$ cat config.mk
export PLATFORM = sky130hd
export DESIGN_NAME = uicr_regs
export DESIGN_NICKNAME = d
export VERILOG_FILES = /design/src/rtl/uicr_pkg.sv /design/src/rtl/uicr_regs.sv
export SDC_FILE = /design/constraint.sdc
export NUM_CORES = 1
export LEC_CHECK = 0
export BUFFER_PORTS_ARGS = -buffer_cell sky130_fd_sc_hd__buf_2
export CORE_MARGIN = 4
export CORE_UTILIZATION = 48
export CTS_CLUSTER_SIZE = 16
export DETAILED_ROUTE_END_ITERATION = 7
export GPL_ROUTABILITY_DRIVEN = 0
export PLACE_DENSITY = 0.85
export SYNTH_ARGS = -nofsm -noshare
export SYNTH_HDL_FRONTEND = slang
export SYNTH_SLANG_ARGS = --single-unit
$ cat constraint.sdc
create_clock -name ref_clk -period 5.06 [get_ports ref_clk]
set_clock_uncertainty 0.2 [all_clocks]
set_input_delay 1.012 -clock ref_clk [delete_from_list [all_inputs] [get_ports ref_clk]]
set_output_delay 1.012 -clock ref_clk [all_outputs]
set_load 0.1 [all_outputs]
$ cat src/rtl/uicr_pkg.sv
// package: offsets, field positions and bus types for the interrupt clear and ident block
package uicr_pkg;

    // ------------------------------------------------------------
    // register offsets (byte addresses)
    // ------------------------------------------------------------
    localparam logic [11:0] OFF_INT_CLEAR   = 12'h044;
    localparam logic [11:0] OFF_INT_STATUS  = 12'h048;
    localparam logic [11:0] OFF_INT_ENABLE  = 12'h04C;
    localparam logic [11:0] OFF_IDENT_FOUR  = 12'hFD0;
    localparam logic [11:0] OFF_IDENT_FIVE  = 12'hFD4;
    localparam logic [11:0] OFF_IDENT_SIX   = 12'hFD8;
    localparam logic [11:0] OFF_IDENT_SEVEN = 12'hFDC;

    // ------------------------------------------------------------
    // field layout of the clear, status and enable registers
    // ------------------------------------------------------------
    localparam int SRC_LSB = 4;
    localparam int SRC_MSB = 10;
    localparam int NSRC    = 7;
    localparam int BIT_RECEIVE  = 4;
    localparam int BIT_TRANSMIT = 5;
    localparam int BIT_TIMEOUT  = 6;
    localparam int BIT_FRAMING  = 7;
    localparam int BIT_PARITY   = 8;
    localparam int BIT_BREAK    = 9;
    localparam int BIT_OVERRUN  = 10;

    // ------------------------------------------------------------
    // reset values
    // ------------------------------------------------------------
    localparam logic [6:0]  RST_STATUS = 7'h00;
    localparam logic [6:0]  RST_ENABLE = 7'h00;
    localparam logic [31:0] RST_RDATA  = 32'h0000_0000;
    localparam logic [1:0]  RESP_OKAY  = 2'h0;
    localparam logic [1:0]  RESP_SLVERR = 2'h2;

    typedef struct packed {
        logic [11:0] addr;
        logic [31:0] data;
        logic [3:0]  strb;
    } uicr_wreq_t;

    typedef struct packed {
        logic [31:0] data;
        logic [1:0]  resp;
    } uicr_rrsp_t;

endpackage

$ cat src/rtl/uicr_regs.sv
// module: axi4-lite interrupt clear register, status/enable and read-only ident bytes
`timescale 1ns/1ps

// Summary of operation
// - A 0 written to any clear bit leaves that interrupt untouched; only a 1 acts.
// - Writing 1 to bit 10 of the clear register at 0x044 clears the overrun interrupt.
// - Writing 1 to bit 9 clears the break interrupt, and the bit itself resets to zero.
// - Writing 1 to bit 8 clears the parity interrupt.
// - Writing 1 to bit 7 clears the framing interrupt.
// - Bits 6, 5 and 4 clear the time-out, transmit and receive interrupts.
// - Clear bits 31:11 and 3:0 and ident bits 31:8 are reserved; they read zero here.
// - Each ident register holds a fixed byte in bits 7:0 that nothing can alter.
// - Idents at 0xFD0..0xFDC give bytes of a 32-bit identifier, lowest byte first.
// - A clear removes raw and masked status of its sources; irq drops once no enabled bit stays set and no event arrives in the clearing cycle.
module uicr_regs #(
    parameter logic [31:0] IDENT_CODE = 32'h5A3C_9617 // arbitrary value
) (
    input  wire logic        ref_clk,
    input  wire logic        nrst,
    input  wire logic [6:0]  event_in,
    output logic      [6:0]  clear_pulse,
    output logic      [6:0]  raw_status,
    output logic      [6:0]  masked_status,
    output logic             irq,
    input  wire logic [11:0] s_axi_awaddr,
    input  wire logic        s_axi_awvalid,
    output logic             s_axi_awready,
    input  wire logic [31:0] s_axi_wdata,
    input  wire logic [3:0]  s_axi_wstrb,
    input  wire logic        s_axi_wvalid,
    output logic             s_axi_wready,
    output logic [1:0]       s_axi_bresp,
    output logic             s_axi_bvalid,
    input  wire logic        s_axi_bready,
    input  wire logic [11:0] s_axi_araddr,
    input  wire logic        s_axi_arvalid,
    output logic             s_axi_arready,
    output logic [31:0]      s_axi_rdata,
    output logic [1:0]       s_axi_rresp,
    output logic             s_axi_rvalid,
    input  wire logic        s_axi_rready
);

    // ------------------------------------------------------------
    // write channel capture
    // ------------------------------------------------------------
    logic              aw_held_q;
    logic              w_held_q;
    logic [11:0]       awaddr_q;
    logic [31:0]       wdata_q;
    logic [3:0]        wstrb_q;
    logic              bvalid_q;
    logic [1:0]        bresp_q;
    logic              aw_take;
    logic              w_take;
    logic              wr_fire;
    uicr_pkg::uicr_wreq_t wreq;

    assign s_axi_awready = !aw_held_q && !bvalid_q;
    assign s_axi_wready  = !w_held_q && !bvalid_q;
    assign aw_take       = s_axi_awvalid && s_axi_awready;
    assign w_take        = s_axi_wvalid && s_axi_wready;
    assign wr_fire       = aw_held_q && w_held_q && !bvalid_q;
    assign wreq          = '{addr: {awaddr_q[11:2], 2'h0},
                             data: wdata_q,
                             strb: wstrb_q};

    always_ff @(posedge ref_clk or negedge nrst) begin
        if (!nrst) begin
            aw_held_q <= 1'b0;
            awaddr_q  <= 12'h000;
        end else if (aw_take) begin
            aw_held_q <= 1'b1;
            awaddr_q  <= s_axi_awaddr;
        end else if (wr_fire) begin
            aw_held_q <= 1'b0;
        end
    end

    always_ff @(posedge ref_clk or negedge nrst) begin
        if (!nrst) begin
            w_held_q <= 1'b0;
            wdata_q  <= 32'h0000_0000;
            wstrb_q  <= 4'h0;
        end else if (w_take) begin
            w_held_q <= 1'b1;
            wdata_q  <= s_axi_wdata;
            wstrb_q  <= s_axi_wstrb;
        end else if (wr_fire) begin
            w_held_q <= 1'b0;
        end
    end

    // ------------------------------------------------------------
    // write decode
    // ------------------------------------------------------------
    wire wr_clear  = wr_fire && (wreq.addr == uicr_pkg::OFF_INT_CLEAR);
    wire wr_enable = wr_fire && (wreq.addr == uicr_pkg::OFF_INT_ENABLE);
    wire wr_status = wr_fire && (wreq.addr == uicr_pkg::OFF_INT_STATUS);
    wire wr_ident  = wr_fire && (wreq.addr[11:4] == uicr_pkg::OFF_IDENT_FOUR[11:4]);
    wire wr_known  = wr_clear || wr_enable || wr_status || wr_ident;

    // byte lanes 0 and 1 carry bits 4..10; a lane not strobed writes nothing
    wire [15:0] lane_mask = {{8{wreq.strb[1]}}, {8{wreq.strb[0]}}};
    wire [15:0] lane_data = wreq.data[15:0] & lane_mask;

    // only written ones act; reserved bits 31:11 and 3:0 are dropped
    assign clear_pulse = wr_clear ? lane_data[uicr_pkg::SRC_MSB:uicr_pkg::SRC_LSB]
                                  : 7'h00;

    always_ff @(posedge ref_clk or negedge nrst) begin
        if (!nrst) begin
            bvalid_q <= 1'b0;
            bresp_q  <= uicr_pkg::RESP_OKAY;
        end else if (wr_fire) begin
            bvalid_q <= 1'b1;
            bresp_q  <= wr_known ? uicr_pkg::RESP_OKAY : uicr_pkg::RESP_SLVERR;
        end else if (s_axi_bready) begin
            bvalid_q <= 1'b0;
        end
    end

    assign s_axi_bvalid = bvalid_q;
    assign s_axi_bresp  = bresp_q;

    // ------------------------------------------------------------
    // interrupt status and enable
    // ------------------------------------------------------------
    logic [6:0] status_q;
    logic [6:0] status_d;
    logic [6:0] enable_q;

    // a new event in the clearing cycle wins over the clear
    assign status_d = (status_q & ~clear_pulse) | event_in;

    always_ff @(posedge ref_clk or negedge nrst) begin
        if (!nrst) begin
            status_q <= uicr_pkg::RST_STATUS;
        end else begin
            status_q <= status_d;
        end
    end

    always_ff @(posedge ref_clk or negedge nrst) begin
        if (!nrst) begin
            enable_q <= uicr_pkg::RST_ENABLE;
        end else if (wr_enable && wreq.strb[0] && wreq.strb[1]) begin
            enable_q <= wreq.data[uicr_pkg::SRC_MSB:uicr_pkg::SRC_LSB];
        end
    end

    assign raw_status    = status_q;
    assign masked_status = status_q & enable_q;
    assign irq           = |masked_status;

    // ------------------------------------------------------------
    // read channel
    // ------------------------------------------------------------
    logic        rvalid_q;
    logic [31:0] rdata_q;
    logic [1:0]  rresp_q;
    logic [31:0] rd_word;
    logic        rd_hit;
    logic [11:0] rd_addr;

    assign s_axi_arready = !rvalid_q;
    assign rd_addr       = {s_axi_araddr[11:2], 2'h0};

    // ident bytes hard-wired; reserved upper bits read zero
    always_comb begin
        rd_word = 32'h0000_0000;
        rd_hit  = 1'b1;
        unique case (rd_addr)
            uicr_pkg::OFF_INT_CLEAR:   rd_word = 32'h0000_0000;
            uicr_pkg::OFF_INT_STATUS:  rd_word = {21'h0, status_q, 4'h0};
            uicr_pkg::OFF_INT_ENABLE:  rd_word = {21'h0, enable_q, 4'h0};
            uicr_pkg::OFF_IDENT_FOUR:  rd_word = {24'h0, IDENT_CODE[7:0]};
            uicr_pkg::OFF_IDENT_FIVE:  rd_word = {24'h0, IDENT_CODE[15:8]};
            uicr_pkg::OFF_IDENT_SIX:   rd_word = {24'h0, IDENT_CODE[23:16]};
            uicr_pkg::OFF_IDENT_SEVEN: rd_word = {24'h0, IDENT_CODE[31:24]};
            default:                   rd_hit  = 1'b0;
        endcase
    end

    always_ff @(posedge ref_clk or negedge nrst) begin
        if (!nrst) begin
            rvalid_q <= 1'b0;
            rdata_q  <= uicr_pkg::RST_RDATA;
            rresp_q  <= uicr_pkg::RESP_OKAY;
        end else if (s_axi_arvalid && !rvalid_q) begin
            rvalid_q <= 1'b1;
            rdata_q  <= rd_word;
            rresp_q  <= rd_hit ? uicr_pkg::RESP_OKAY : uicr_pkg::RESP_SLVERR;
        end else if (s_axi_rready) begin
            rvalid_q <= 1'b0;
        end
    end

    assign s_axi_rvalid = rvalid_q;
    assign s_axi_rdata  = rdata_q;
    assign s_axi_rresp  = rresp_q;

    // ------------------------------------------------------------
    // assertions
    // ------------------------------------------------------------
    AST_ZERO_NO_EFFECT: assert property (@(posedge ref_clk) disable iff (!nrst)
        (wr_clear && wreq.strb[1:0] == 2'h3 && !wreq.data[uicr_pkg::BIT_RECEIVE])
        |=> (raw_status[0] == ($past(status_q[0]) | $past(event_in[0]))))
        else $error("zero written to clear bit changed state");
    AST_OVERRUN_CLEAR: assert property (@(posedge ref_clk) disable iff (!nrst)
        (wr_clear && wreq.strb[1] && wreq.data[uicr_pkg::BIT_OVERRUN] && !event_in[6])
        |=> !raw_status[6])
        else $error("overrun not cleared");
    AST_BREAK_CLEAR: assert property (@(posedge ref_clk) disable iff (!nrst)
        (wr_clear && wreq.strb[1] && wreq.data[uicr_pkg::BIT_BREAK] && !event_in[5])
        |=> !raw_status[5])
        else $error("break not cleared");
    AST_PARITY_CLEAR: assert property (@(posedge ref_clk) disable iff (!nrst)
        (wr_clear && wreq.strb[1] && wreq.data[uicr_pkg::BIT_PARITY] && !event_in[4])
        |=> !raw_status[4])
        else $error("parity not cleared");
    AST_FRAMING_CLEAR: assert property (@(posedge ref_clk) disable iff (!nrst)
        (wr_clear && wreq.strb[0] && wreq.data[uicr_pkg::BIT_FRAMING] && !event_in[3])
        |=> !raw_status[3])
        else $error("framing not cleared");
    AST_LOW_CLEAR: assert property (@(posedge ref_clk) disable iff (!nrst)
        (wr_clear && wreq.strb[0] && wreq.data[uicr_pkg::BIT_TRANSMIT] && !event_in[1])
        |=> !raw_status[1])
        else $error("transmit not cleared");
    AST_RESERVED_IGNORED: assert property (@(posedge ref_clk) disable iff (!nrst)
        wr_clear && wreq.data[uicr_pkg::SRC_MSB:uicr_pkg::SRC_LSB] == 7'h00 |-> clear_pulse == 7'h00)
        else $error("reserved clear bits acted");
    AST_IDENT_FIXED: assert property (@(posedge ref_clk) disable iff (!nrst)
        (s_axi_arvalid && !rvalid_q && rd_addr == uicr_pkg::OFF_IDENT_FOUR)
        |=> s_axi_rvalid && s_axi_rdata == {24'h0, IDENT_CODE[7:0]})
        else $error("ident byte four wrong");
    AST_IDENT_TOP: assert property (@(posedge ref_clk) disable iff (!nrst)
        (s_axi_arvalid && !rvalid_q && rd_addr == uicr_pkg::OFF_IDENT_SEVEN)
        |=> s_axi_rdata == {24'h0, IDENT_CODE[31:24]})
        else $error("ident byte seven wrong");
    AST_IRQ_DROPS: assert property (@(posedge ref_clk) disable iff (!nrst)
        (wr_clear && clear_pulse == 7'h7F && event_in == 7'h00) |=> !irq && masked_status == 7'h00)
        else $error("interrupt line still high after full clear");
    AST_IDENT_WRITE_OK: assert property (@(posedge ref_clk) disable iff (!nrst)
        wr_ident |=> s_axi_bvalid && s_axi_bresp == uicr_pkg::RESP_OKAY)
        else $error("ident write reported error");

    AST_TIMEOUT_CLEAR: assert property (@(posedge ref_clk) disable iff (!nrst)
        (wr_clear && wreq.strb[0] && wreq.data[uicr_pkg::BIT_TIMEOUT] && !event_in[2]) |=> !raw_status[2])
        else $error("time-out not cleared");
    AST_RECEIVE_CLEAR: assert property (@(posedge ref_clk) disable iff (!nrst)
        (wr_clear && wreq.strb[0] && wreq.data[uicr_pkg::BIT_RECEIVE] && !event_in[0]) |=> !raw_status[0])
        else $error("receive not cleared");
    // set must win, or a back-to-back event is lost
    AST_SET_WINS: assert property (@(posedge ref_clk) disable iff (!nrst)
        (event_in != 7'h00) |=> ((raw_status & $past(event_in)) == $past(event_in)))
        else $error("event lost against clear");
    AST_NO_EVENT_NO_SET: assert property (@(posedge ref_clk) disable iff (!nrst)
        1'b1 |=> ((raw_status & ~$past(status_q) & ~$past(event_in)) == 7'h00))
        else $error("status set without event");
    AST_STATUS_KEPT: assert property (@(posedge ref_clk) disable iff (!nrst)
        1'b1 |=> (($past(status_q) & ~$past(clear_pulse) & ~raw_status) == 7'h00))
        else $error("status dropped without a written one");
    AST_PULSE_ONLY_CLEAR: assert property (@(posedge ref_clk) disable iff (!nrst)
        !wr_clear |-> clear_pulse == 7'h00)
        else $error("clear pulse outside clear write");
    AST_PULSE_ONE_CYCLE: assert property (@(posedge ref_clk) disable iff (!nrst)
        (clear_pulse != 7'h00) |=> clear_pulse == 7'h00)
        else $error("clear pulse longer than one cycle");
    AST_IDENT_NO_EFFECT: assert property (@(posedge ref_clk) disable iff (!nrst)
        wr_ident |=> $stable(enable_q))
        else $error("ident write changed state");
    AST_ENABLE_WRITE: assert property (@(posedge ref_clk) disable iff (!nrst)
        (wr_enable && wreq.strb[1:0] == 2'h3)
        |=> enable_q == $past(wreq.data[uicr_pkg::SRC_MSB:uicr_pkg::SRC_LSB]))
        else $error("enable write lost");
    AST_ENABLE_PARTIAL: assert property (@(posedge ref_clk) disable iff (!nrst)
        (wr_enable && wreq.strb[1:0] != 2'h3) |=> $stable(enable_q))
        else $error("partial enable write acted");

    // ------------------------------------------------------------
    // assertions: bus handshake
    // ------------------------------------------------------------
    // a master may stall; the answer must not move meanwhile
    AST_BVALID_HOLD: assert property (@(posedge ref_clk) disable iff (!nrst)
        (s_axi_bvalid && !s_axi_bready) |=> s_axi_bvalid && $stable(s_axi_bresp))
        else $error("write answer dropped early");
    AST_RVALID_HOLD: assert property (@(posedge ref_clk) disable iff (!nrst)
        (s_axi_rvalid && !s_axi_rready) |=> s_axi_rvalid && $stable(s_axi_rdata))
        else $error("read answer dropped early");
    AST_AW_BLOCKED: assert property (@(posedge ref_clk) disable iff (!nrst)
        s_axi_bvalid |-> !s_axi_awready && !s_axi_wready)
        else $error("write taken while answer pending");
    AST_AR_BLOCKED: assert property (@(posedge ref_clk) disable iff (!nrst)
        s_axi_rvalid |-> !s_axi_arready)
        else $error("read taken while answer pending");
    AST_AW_HELD_BLOCKS: assert property (@(posedge ref_clk) disable iff (!nrst)
        aw_held_q |-> !s_axi_awready)
        else $error("second address taken");
    AST_W_HELD_BLOCKS: assert property (@(posedge ref_clk) disable iff (!nrst)
        w_held_q |-> !s_axi_wready)
        else $error("second data word taken");
    AST_WRITE_ANSWER: assert property (@(posedge ref_clk) disable iff (!nrst)
        wr_fire |=> s_axi_bvalid && !aw_held_q && !w_held_q)
        else $error("write not answered");
    AST_READ_ANSWER: assert property (@(posedge ref_clk) disable iff (!nrst)
        (s_axi_arvalid && s_axi_arready) |=> s_axi_rvalid)
        else $error("read not answered");
    AST_UNMAPPED_WRITE: assert property (@(posedge ref_clk) disable iff (!nrst)
        (wr_fire && !wr_known) |=> s_axi_bresp == uicr_pkg::RESP_SLVERR)
        else $error("unmapped write not refused");
    AST_CLEAR_WRITE_OK: assert property (@(posedge ref_clk) disable iff (!nrst)
        wr_clear |=> s_axi_bresp == uicr_pkg::RESP_OKAY)
        else $error("clear write reported error");

    // ------------------------------------------------------------
    // assertions: read data
    // ------------------------------------------------------------
    AST_IDENT_FIVE: assert property (@(posedge ref_clk) disable iff (!nrst)
        (s_axi_arvalid && !rvalid_q && rd_addr == uicr_pkg::OFF_IDENT_FIVE)
        |=> s_axi_rdata == {24'h0, IDENT_CODE[15:8]})
        else $error("ident byte five wrong");
    AST_IDENT_SIX: assert property (@(posedge ref_clk) disable iff (!nrst)
        (s_axi_arvalid && !rvalid_q && rd_addr == uicr_pkg::OFF_IDENT_SIX)
        |=> s_axi_rdata == {24'h0, IDENT_CODE[23:16]})
        else $error("ident byte six wrong");
    AST_IDENT_RESERVED: assert property (@(posedge ref_clk) disable iff (!nrst)
        (s_axi_arvalid && !rvalid_q && rd_addr[11:4] == uicr_pkg::OFF_IDENT_FOUR[11:4])
        |=> s_axi_rdata[31:8] == 24'h00_0000)
        else $error("ident reserved bits not zero");
    AST_CLEAR_READS_ZERO: assert property (@(posedge ref_clk) disable iff (!nrst)
        (s_axi_arvalid && !rvalid_q && rd_addr == uicr_pkg::OFF_INT_CLEAR)
        |=> s_axi_rdata == 32'h0000_0000 && s_axi_rresp == uicr_pkg::RESP_OKAY)
        else $error("clear register read not zero");
    AST_STATUS_READ: assert property (@(posedge ref_clk) disable iff (!nrst)
        (s_axi_arvalid && !rvalid_q && rd_addr == uicr_pkg::OFF_INT_STATUS)
        |=> s_axi_rdata == {21'h0, $past(status_q), 4'h0})
        else $error("status read wrong");
    AST_READ_UNMAPPED: assert property (@(posedge ref_clk) disable iff (!nrst)
        (s_axi_arvalid && !rvalid_q && !rd_hit) |=> s_axi_rresp == uicr_pkg::RESP_SLVERR)
        else $error("unmapped read not refused");

    // ------------------------------------------------------------
    // cover points
    // ------------------------------------------------------------
    // set and clear in one cycle is rare in software; watch that it is reached
    COV_CLEAR_WRITE: cover property (@(posedge ref_clk) disable iff (!nrst)
        wr_clear && clear_pulse != 7'h00);
    COV_IRQ_CYCLE: cover property (@(posedge ref_clk) disable iff (!nrst)
        irq ##[1:20] !irq);
    COV_IDENT_READ: cover property (@(posedge ref_clk) disable iff (!nrst)
        s_axi_rvalid && s_axi_rready && s_axi_rdata[7:0] == IDENT_CODE[31:24]);
    COV_SET_AND_CLEAR: cover property (@(posedge ref_clk) disable iff (!nrst)
        (clear_pulse & event_in) != 7'h00);
    COV_SLVERR_WRITE: cover property (@(posedge ref_clk) disable iff (!nrst)
        s_axi_bvalid && s_axi_bresp == uicr_pkg::RESP_SLVERR);

endmodule

==> qor.csv, run 1 <==
metric;value;unit
worst path arrival time;2750;ps
number of setup violations in the final report;0;
number of distinct library cells after synthesis;36;
cell with the largest stage delay on the worst path;sky130_fd_sc_hd__or4_4;
category of cells accounting for the largest share of critical-path delay;simple AND/OR/NAND/NOR gates;
leading cell types in the layout, fill and taps excluded;sky130_fd_sc_hd__buf_2, sky130_fd_sc_hd__dfrtp_1, sky130_fd_sc_hd__nand2_1, sky130_fd_sc_hd__mux2_2, sky130_fd_sc_hd__conb_1;
number of flip-flops and latches in the synthesized netlist;50;
clock buffers created by TritonCTS;5;
final-report hold violation count;0;
clock-pin slew on the worst setup and hold paths;80;ps
Slew Limit Fails;0;
initial antenna violation count;0;
slew of the pin with the lowest slew margin;1099;ps
Critical Path Source Type;flip-flop;
final core utilization;58.23;%
portion of the clock cycle consumed by the worst path in the final layout;78.37;%
setup repair after global routing missed its margin;no;
DR iter-0 viols;55;
largest buffer count on any clock path;2;
vias in the first global route;1864;
H-Tree Depth;2;
slowest cell delay on critical path;560;ps
run status;finished, final reports clean;
starting density of the core;49.22;%
# IOs;137;
TritonCTS sink count;50;
final total negative setup slack;0;ps
layout cells sized above 1;36.42;%
required time of the worst setup path;3850;ps
latest clock arrival within the worst-skew pair;290;ps
floorplan core area;5107;µm²
cell count after synthesis;245;
leading register cell type out of synthesis;sky130_fd_sc_hd__dfrtp_1;
number of enable-type register cells in the synthesized netlist;0;
Core Rows;26;
overall via count from detail_route;2005;
overall global routing resource usage;17.22;%
number of nets in the layout;399;
Relative slew margins;26.75;%
worst path cell trace;or4_4 -> nor4_1 -> nand2_1 -> nor3_1 -> buf_2;
Diodes inserted;0;
Die Outline Area;6459;µm²
TritonCTS clock tree;done;
final wirelength;5.361;mm
cell area after synthesis;2514;µm²
leakage power;1.522;nW
hold slack final;277.6;ps
count of buffering cells on the critical path with inverters included;1;
Die Height;80.37;µm
highest attainable clock frequency;0.2522;GHz
maximum number of pins on one net before global-route repair;51;
clock period minus worst slack;3965;ps
1st-pass router iterations;4;
Die X-Extent;80.37;µm
remaining number of nets flagged by the antenna check after routing;0;
asr flop ratio synth;100.0;%
relative area change from synthesis to final layout;18.32;%
layout filler cell count;465;
total power per unit cell area;437.7;nW/µm²
largest fanout on the critical path;4;
global-route wire length before repair;8.583;mm
max-cap violation count;0;
critical path class;flip-flop to output port;
post-DR wirelength/cell;13.61;µm
total of hold buffers inserted after clock tree synthesis;0;
post-detailed-route via-to-cell ratio;5.089;
number of warnings printed during yosys synthesis;0;
post-synthesis sequential area ratio;49.78;%
Root Buffer Master;sky130_fd_sc_hd__clkbuf_8;
worst hold path class;flip-flop to flip-flop;
number of port buffers;82;
most common cell after layout, fill and taps aside;sky130_fd_sc_hd__buf_2;
number of buffers added for setup after CTS;0;
type of destination of the critical path;output port;
syn avg cell area;10.26;µm²
aggregate global routing overflow;0;
half-perimeter wire length after detailed placement;4.289;mm
maximum vdd drop;0.4356;mV
number of remaining DRC errors;0;
number of instances resized during post-cts repair;0;
## layer usage
layer	track usage, %	vias to the layer above	routed length [µm]
met5	0	-	0
met4	7.770	0	156
met3	5.942	16	510
met2	28.23	86	2583
met1	20.26	933	2111
li1	-	970	-
## tightest hold or removal path: stages (launching register included)
cell and delay [ps]:
sky130_fd_sc_hd__dfrtp_1 340, sky130_fd_sc_hd__nand2_1 40, sky130_fd_sc_hd__o21ai_0 60
## layout make-up
type / count / area (µm²) / area share, %
Sequential cell: 50 / 1251 / 42.07
Timing Repair Buffer: 82 / 410.4 / 13.80
Multi-Input combinational cell: 175 / 1101 / 37.02
Inverter: 11 / 41.29 / 1.388
Clock buffer: 6 / 82.58 / 2.777
Tap cell: 70 / 87.58 / 2.945
## kinds of logic (layout without fill, tap and decap cells)
logic type | after synthesis | in the layout | synth area share [%]
simple gates | 89 | 89 | 19.11
flops | 50 | 50 | 49.78
buf+inv | 42 | 99 | 9.707
compound gates | 34 | 34 | 8.412
mux | 29 | 29 | 12.84
other cells | 1 | 23 | 0.1492
## path summary, 6_finish.rpt
path | slack [ps] | startpoint | cells past startpoint | endpoint
setup / recovery | 1090 | awaddr_q[4] | 5 | clear_pulse[0]
hold / removal | 280 | s_axi_rdata[2] | 2 | s_axi_rdata[2]
setup reg to reg | 2770 | awaddr_q[4] | 4 | enable_q[1]
hold reg to reg | 280 | s_axi_rdata[2] | 2 | s_axi_rdata[2]
max in group asynchronous | 3260 | nrst | 1 | aw_held_q
min in group asynchronous | 710 | nrst | 1 | s_axi_rdata[3]
## power by group
group          internal, W  total (W)  switching, W  leakage (nW)
Combinational     0.000149   0.000488      0.000339         0.876
Clock             0.000106   0.000223      0.000118        0.0431
Sequential        0.000495   0.000590     0.0000947         0.603
## metrics by stage
| step | total power [W] | setup slack [ps] | area (µm²) | cells |
|---|---|---|---|---|
| finish | 0.001302 | 1095 | 2974 | 394 |
| global route | 0.001377 | 838.6 | 2974 | 394 |
| CTS | 0.001316 | 1089 | 2974 | 394 |
| detailed placement | 0.001090 | 1427 | 2892 | 388 |
| global placement | 0.001071 | 1493 | 2892 | 388 |
| floorplan | 0.001004 | 65.95 | 2596 | 267 |
## synth_stat cells, drive strengths merged (4+ instances only)
cell	instances	area share, %
dfrtp	50	50
o21ai	12	2.4
a21oi	4	0.80
buf	25	7.2
nor2	11	1.6
mux2	26	12
nor3	6	1.6
and2	8	2.0
nand2	28	4.2
inv	11	1.6
a31oi	5	1.2
or4	5	1.6
nor2b	5	1.2
clkbuf	6	0.90
nand3	6	1.2
## state kept, by name, indices dropped and copies added, names as in the netlist
| signal | count |
|---|---|
| aw_held_q | 1 |
| w_held_q | 1 |
| s_axi_rvalid | 1 |
| raw_status | 7 |
| s_axi_bresp | 1 |
| s_axi_bvalid | 1 |
| enable_q | 7 |
| s_axi_rresp | 1 |
| wdata_q | 7 |
| wstrb_q | 2 |
| awaddr_q | 10 |
| s_axi_rdata | 11 |
Note: power is estimated with default switching activity, not from simulation.
==> run 2: changes to the inputs <==
--- a/config.mk
+++ b/config.mk
@@ -7,11 +7,11 @@
 export LEC_CHECK = 0
 export BUFFER_PORTS_ARGS = -buffer_cell sky130_fd_sc_hd__buf_2
 export CORE_MARGIN = 4
-export CORE_UTILIZATION = 48
+export CORE_UTILIZATION = 45
 export CTS_CLUSTER_SIZE = 16
 export DETAILED_ROUTE_END_ITERATION = 7
 export GPL_ROUTABILITY_DRIVEN = 0
-export PLACE_DENSITY = 0.85
+export PLACE_DENSITY = 0.81
 export SYNTH_ARGS = -nofsm -noshare
 export SYNTH_HDL_FRONTEND = slang
 export SYNTH_SLANG_ARGS = --single-unit
==> constraint.sdc (replaced) <==
create_clock -name ref_clk -period 4.1 [get_ports ref_clk]
set_clock_uncertainty 0.2 [all_clocks]
set_input_delay 0.82 -clock ref_clk [delete_from_list [all_inputs] [get_ports ref_clk]]
set_output_delay 0.82 -clock ref_clk [all_outputs]
set_load 0.1 [all_outputs]
==> qor.csv, run 2 (synthesized netlist as in run 1, its figures left out) <==
metric;value;unit
max FFs per register;11;
Hold Path Origin;s_axi_rdata[2];
category of cells accounting for the largest share of critical-path delay;simple AND/OR/NAND/NOR gates;
initial antenna violation count;0;
cell with the largest stage delay on the worst path;sky130_fd_sc_hd__or4_4;
number of buffers added for setup after CTS;0;
DR iter-0 viols;85;
slew of the pin with the lowest slew margin;1087;ps
run status;finished, final reports clean;
worst flop-to-flop path startpoint;awaddr_q[4];
overall via count from detail_route;1966;
switching part of the total power;43.30;%
Core Rows;26;
total of hold buffers inserted after clock tree synthesis;0;
total power per unit cell area;541.6;nW/µm²
critical path launch point;awaddr_q[4];
final wirelength;5.468;mm
layout cells sized above 1;36.81;%
leading cell types in the layout, fill and taps excluded;sky130_fd_sc_hd__buf_2, sky130_fd_sc_hd__dfrtp_1, sky130_fd_sc_hd__nand2_1, sky130_fd_sc_hd__mux2_2, sky130_fd_sc_hd__conb_1;
Die Outline Area;6846;µm²
largest buffer count on any clock path;2;
Die Height;82.74;µm
Die X-Extent;82.74;µm
Post-Place Setup Slack;683.1;ps
number of nets in the layout;399;
max-cap violation count;0;
relative area change from synthesis to final layout;18.62;%
number of remaining DRC errors;0;
Slew Limit Fails;0;
r2r endpoint;enable_q[5];
slowest cell delay on critical path;540;ps
hold depth;2;
vias in the first global route;1855;
most common cell after layout, fill and taps aside;sky130_fd_sc_hd__buf_2;
hold slack final;283.1;ps
latest clock arrival within the worst-skew pair;300;ps
worst hold endpoint;s_axi_rdata[2];
half-perimeter wire length after detailed placement;4.329;mm
final core utilization;56.58;%
critical path class;flip-flop to output port;
count of buffering cells on the critical path with inverters included;1;
maximum number of pins on one net before global-route repair;51;
worst path setup slack after routing;339.1;ps
number of instances resized during post-cts repair;0;
TritonCTS clock tree;done;
number of setup violations in the final report;0;
1st-pass router iterations;4;
Int Pwr;0.0009157;W
floorplan core area;5270;µm²
largest fanout on the critical path;4;
worst path arrival time;2740;ps
Diodes inserted;0;
required time of the worst setup path;3080;ps
setup repair after global routing missed its margin;no;
remaining number of nets flagged by the antenna check after routing;0;
leakage power;1.523;nW
Root Buffer Master;sky130_fd_sc_hd__clkbuf_8;
clock period minus worst slack;3761;ps
worst path cell trace;or4_4 -> nor4_1 -> nand2_1 -> nor3_1 -> buf_2;
Relative slew margins;27.56;%
final-report hold violation count;0;
Critical Path Source Type;flip-flop;
post-detailed-route via-to-cell ratio;4.965;
R2R depth;4;
starting density of the core;47.70;%
portion of total power attributed to combinational logic;37.4;%
clock buffers created by TritonCTS;5;
number of port buffers;82;
# IOs;137;
maximum vdd drop;0.6277;mV
highest attainable clock frequency;0.2659;GHz
switching power of the nets;0.0006993;W
clock-pin slew on the worst setup and hold paths;90;ps
Clk network pwr share;17.7;%
H-Tree Depth;2;
post-DR wirelength/cell;13.81;µm
aggregate global routing overflow;0;
overall global routing resource usage;16.89;%
portion of the clock cycle consumed by the worst path in the final layout;91.73;%
type of destination of the critical path;output port;
global-route wire length before repair;8.790;mm
sequential cell fraction of total power;44.9;%
worst hold path class;flip-flop to flip-flop;
TritonCTS sink count;50;
register-to-register setup slack;1820;ps
run 2: cell types whose count changed in the layout (fill, tap and decap cells not counted):
cell,change
sky130_fd_sc_hd__clkinv_2,+1
sky130_fd_sc_hd__clkbuf_8,-1
sky130_fd_sc_hd__clkinv_4,+1
sky130_fd_sc_hd__clkinvlp_4,+1
run 2: stage by stage:
step	TNS (ps)	instances	cell area [µm²]	power, W
6_report	0	396	2982	0.001615
5_1_grt	0	396	2982	0.001719
3_5_place_dp	0	388	2892	0.001345
4_1_cts	0	396	2982	0.001632
3_3_place_gp	0	388	2892	0.001322
2_1_floorplan	-2808	267	2596	0.001239
run 2: worst register-to-register path, stage by stage, from the launching register on:
cell                      delay, ps
sky130_fd_sc_hd__dfrtp_1        400
sky130_fd_sc_hd__or4_4          540
sky130_fd_sc_hd__or2_4          270
sky130_fd_sc_hd__nor3_4         370
sky130_fd_sc_hd__mux2_2         390
run 2: final cells by class:
cell class              instances  area, µm²
fillers                       480       2288
flip-flops and latches         50       1251
multi-input cells             175       1101
repair buffers                 82      410.4
well taps                      70      87.58
clock buffers                   5      68.82
inverters                      11      41.29
clock inverters                 3      21.27
run 2: power groups by stage:
| stage | Sequential, W | Combinational, W | Clock, W |
|---|---|---|---|
| floorplan | 0.000774 | 0.000465 | 0 |
| global placement | 0.000732 | 0.000591 | 0 |
| detailed placement | 0.000738 | 0.000607 | 0 |
| CTS | 0.000728 | 0.000609 | 0.000295 |
| global route | 0.000751 | 0.000647 | 0.000321 |
| finish | 0.000725 | 0.000604 | 0.000286 |
run 2: worst max-delay path by stage:
| stage | endpoint | slack, ps | cells past startpoint |
|---|---|---|---|
| after global routing | clear_pulse[3] | 70 | 5 |
| final | clear_pulse[3] | 340 | 5 |
| after global placement | clear_pulse[2] | 730 | 5 |
| after floorplan | clear_pulse[0] | -700 | 4 |
| after CTS | clear_pulse[0] | 330 | 5 |
| after detailed placement | clear_pulse[0] | 680 | 5 |
run 2: metal layers:
| layer | track usage [%] | share of wire [%] |
|---|---|---|
| met1 | 21.14 | 40 |
| met3 | 4.881 | 10 |
| met5 | 0 | 0 |
| met2 | 27.56 | 48 |
| met4 | 6.536 | 1.6 |
==> run 3: changes to the inputs <==
--- a/config.mk
+++ b/config.mk
@@ -7,11 +7,11 @@
 export LEC_CHECK = 0
 export BUFFER_PORTS_ARGS = -buffer_cell sky130_fd_sc_hd__buf_2
 export CORE_MARGIN = 4
-export CORE_UTILIZATION = 45
+export CORE_UTILIZATION = 40
 export CTS_CLUSTER_SIZE = 16
 export DETAILED_ROUTE_END_ITERATION = 7
 export GPL_ROUTABILITY_DRIVEN = 0
-export PLACE_DENSITY = 0.81
+export PLACE_DENSITY = 0.76
 export SYNTH_ARGS = -nofsm -noshare
 export SYNTH_HDL_FRONTEND = slang
 export SYNTH_SLANG_ARGS = --single-unit
==> constraint.sdc (replaced) <==
create_clock -name ref_clk -period 3.35 [get_ports ref_clk]
set_clock_uncertainty 0.2 [all_clocks]
set_input_delay 0.67 -clock ref_clk [delete_from_list [all_inputs] [get_ports ref_clk]]
set_output_delay 0.67 -clock ref_clk [all_outputs]
set_load 0.1 [all_outputs]
==> qor.csv, run 3 (synthesized netlist as in run 1, its figures left out) <==
metric;value;unit
final core utilization;52.35;%
final-report hold violation count;0;
latest clock arrival within the worst-skew pair;290;ps
Die Outline Area;7616;µm²
clock buffers created by TritonCTS;5;
largest buffer count on any clock path;2;
overall via count from detail_route;1964;
area of all placed cells without fillers;3154;µm²
final total negative setup slack;0;ps
Placed Instance Area;3065;µm²
starting density of the core;41.72;%
clock period minus worst slack;3144;ps
post-detailed-route via-to-cell ratio;4.898;
layout filler cell count;552;
slew of the pin with the lowest slew margin;1070;ps
total power per unit cell area;629.3;nW/µm²
run status;finished, final reports clean;
max-cap violation count;0;
Relative slew margins;28.65;%
relative area change from synthesis to final layout;25.49;%
remaining number of nets flagged by the antenna check after routing;0;
TritonCTS clock tree;done;
number of setup violations in the final report;0;
worst path setup slack after routing;206.5;ps
worst path cell trace;or4_4 -> nor4_2 -> nand2_2 -> nor3_4 -> buf_12;
worst path arrival time;2270;ps
Core Rows;28;
most common cell after layout, fill and taps aside;sky130_fd_sc_hd__buf_2;
H-Tree Depth;2;
max FFs per register;11;
highest attainable clock frequency;0.3181;GHz
critical path class;flip-flop to output port;
clock-pin slew on the worst setup and hold paths;90;ps
worst hold path class;flip-flop to flip-flop;
Post-Place Setup Slack;323.3;ps
vias in the first global route;1869;
leakage power;1.567;nW
Critical Path Source Type;flip-flop;
overall global routing resource usage;14.37;%
# IOs;137;
setup repair after global routing missed its margin;no;
TritonCTS sink count;50;
Slew Limit Fails;0;
Die Height;87.27;µm
portion of the clock cycle consumed by the worst path in the final layout;93.84;%
global-route wire length before repair;8.687;mm
floorplan core area;6026;µm²
slowest cell delay on critical path;550;ps
number of port buffers;82;
initial antenna violation count;0;
layout cells sized above 1;40.18;%
Die X-Extent;87.27;µm
final wirelength;5.426;mm
Final Instance Count excl. Fillers;401;
cell with the largest stage delay on the worst path;sky130_fd_sc_hd__or4_4;
type of destination of the critical path;output port;
number of remaining DRC errors;0;
half-perimeter wire length after detailed placement;4.357;mm
required time of the worst setup path;2480;ps
maximum vdd drop;0.6563;mV
Root Buffer Master;sky130_fd_sc_hd__clkbuf_8;
leading cell types in the layout, fill and taps excluded;sky130_fd_sc_hd__buf_2, sky130_fd_sc_hd__dfrtp_1, sky130_fd_sc_hd__nand2_1, sky130_fd_sc_hd__mux2_2, sky130_fd_sc_hd__conb_1;
largest fanout on the critical path;4;
number of nets in the layout;400;
DR iter-0 viols;49;
aggregate global routing overflow;0;
maximum number of pins on one net before global-route repair;51;
Diodes inserted;0;
1st-pass router iterations;4;
Post-Place Cells;394;
post-DR wirelength/cell;13.53;µm
-- run 3: cell count changes in the layout (fill, tap and decap cells not counted), moves of 4 or more --
cell,delta
sky130_fd_sc_hd__and2_1,-4
sky130_fd_sc_hd__buf_2,-7
sky130_fd_sc_hd__nor3_1,-4
sky130_fd_sc_hd__buf_12,+7
sky130_fd_sc_hd__nor3_4,+4
sky130_fd_sc_hd__and2_2,+4
-- run 3: final cells by class --
cell class / instances / area [µm²] / share of cell area (%)
repair buffers: 83 / 523.0 / 16.58
flip-flops and latches: 50 / 1252 / 39.71
inverters: 11 / 41.29 / 1.309
clock buffers: 6 / 72.57 / 2.301
multi-input cells: 175 / 1164 / 36.89
clock inverters: 1 / 7.507 / 0.2380
well taps: 75 / 93.84 / 2.975
-- run 3: per-stage QoR --
step           hold slack (ps)  power, W
2_1_floorplan            174.4  0.001544
3_3_place_gp             258.0  0.001647
3_5_place_dp             266.6  0.001672
4_1_cts                  286.9  0.002003
5_1_grt                  298.0  0.002105
6_report                 284.6  0.001985
-- run 3: repair_timing --
item,CTS,global route
buffers inserted,0,0
setup endpoints to repair,3,7
pin swaps,0,0
gates resized for setup,1,1
hold buffers,0,0
-- run 3: worst max-delay path: cells and delay by family (launching register included) --
family | cells | cell delay, ps
buffers and inverters | 1 | 200
flip-flops | 1 | 400
AND/OR/NAND/NOR | 4 | 1370
-- run 3: path summary, 6_finish.rpt --
path,cells past startpoint,endpoint,from,slack (ps)
max in group asynchronous,1,s_axi_bvalid,nrst,1860
worst min-delay path,2,s_axi_rdata[3],s_axi_rdata[3],280
min in group asynchronous,1,s_axi_rdata[5],nrst,360
worst max register to register,4,enable_q[4],awaddr_q[4],1060
worst max-delay path,5,clear_pulse[3],awaddr_q[4],210
worst min register to register,2,s_axi_rdata[3],s_axi_rdata[3],280
-- run 3: layer usage --
| layer | track usage (%) | vias up | part of all wire, % |
|---|---|---|---|
| li1 | - | 958 | - |
| met1 | 17.32 | 920 | 40 |
| met2 | 24.32 | 77 | 48 |
| met3 | 4.447 | 9 | 9.8 |
| met4 | 4.742 | 0 | 1.6 |
| met5 | 0 | - | 0 |
-- run 3: where the power goes --
| part | internal, W | switching [W] |
|---|---|---|
| sequential | 0.000749 | 0.000155 |
| combinational | 0.000228 | 0.000523 |
| clock | 0.000143 | 0.000186 |
| total | 0.00112 | 0.000865 |
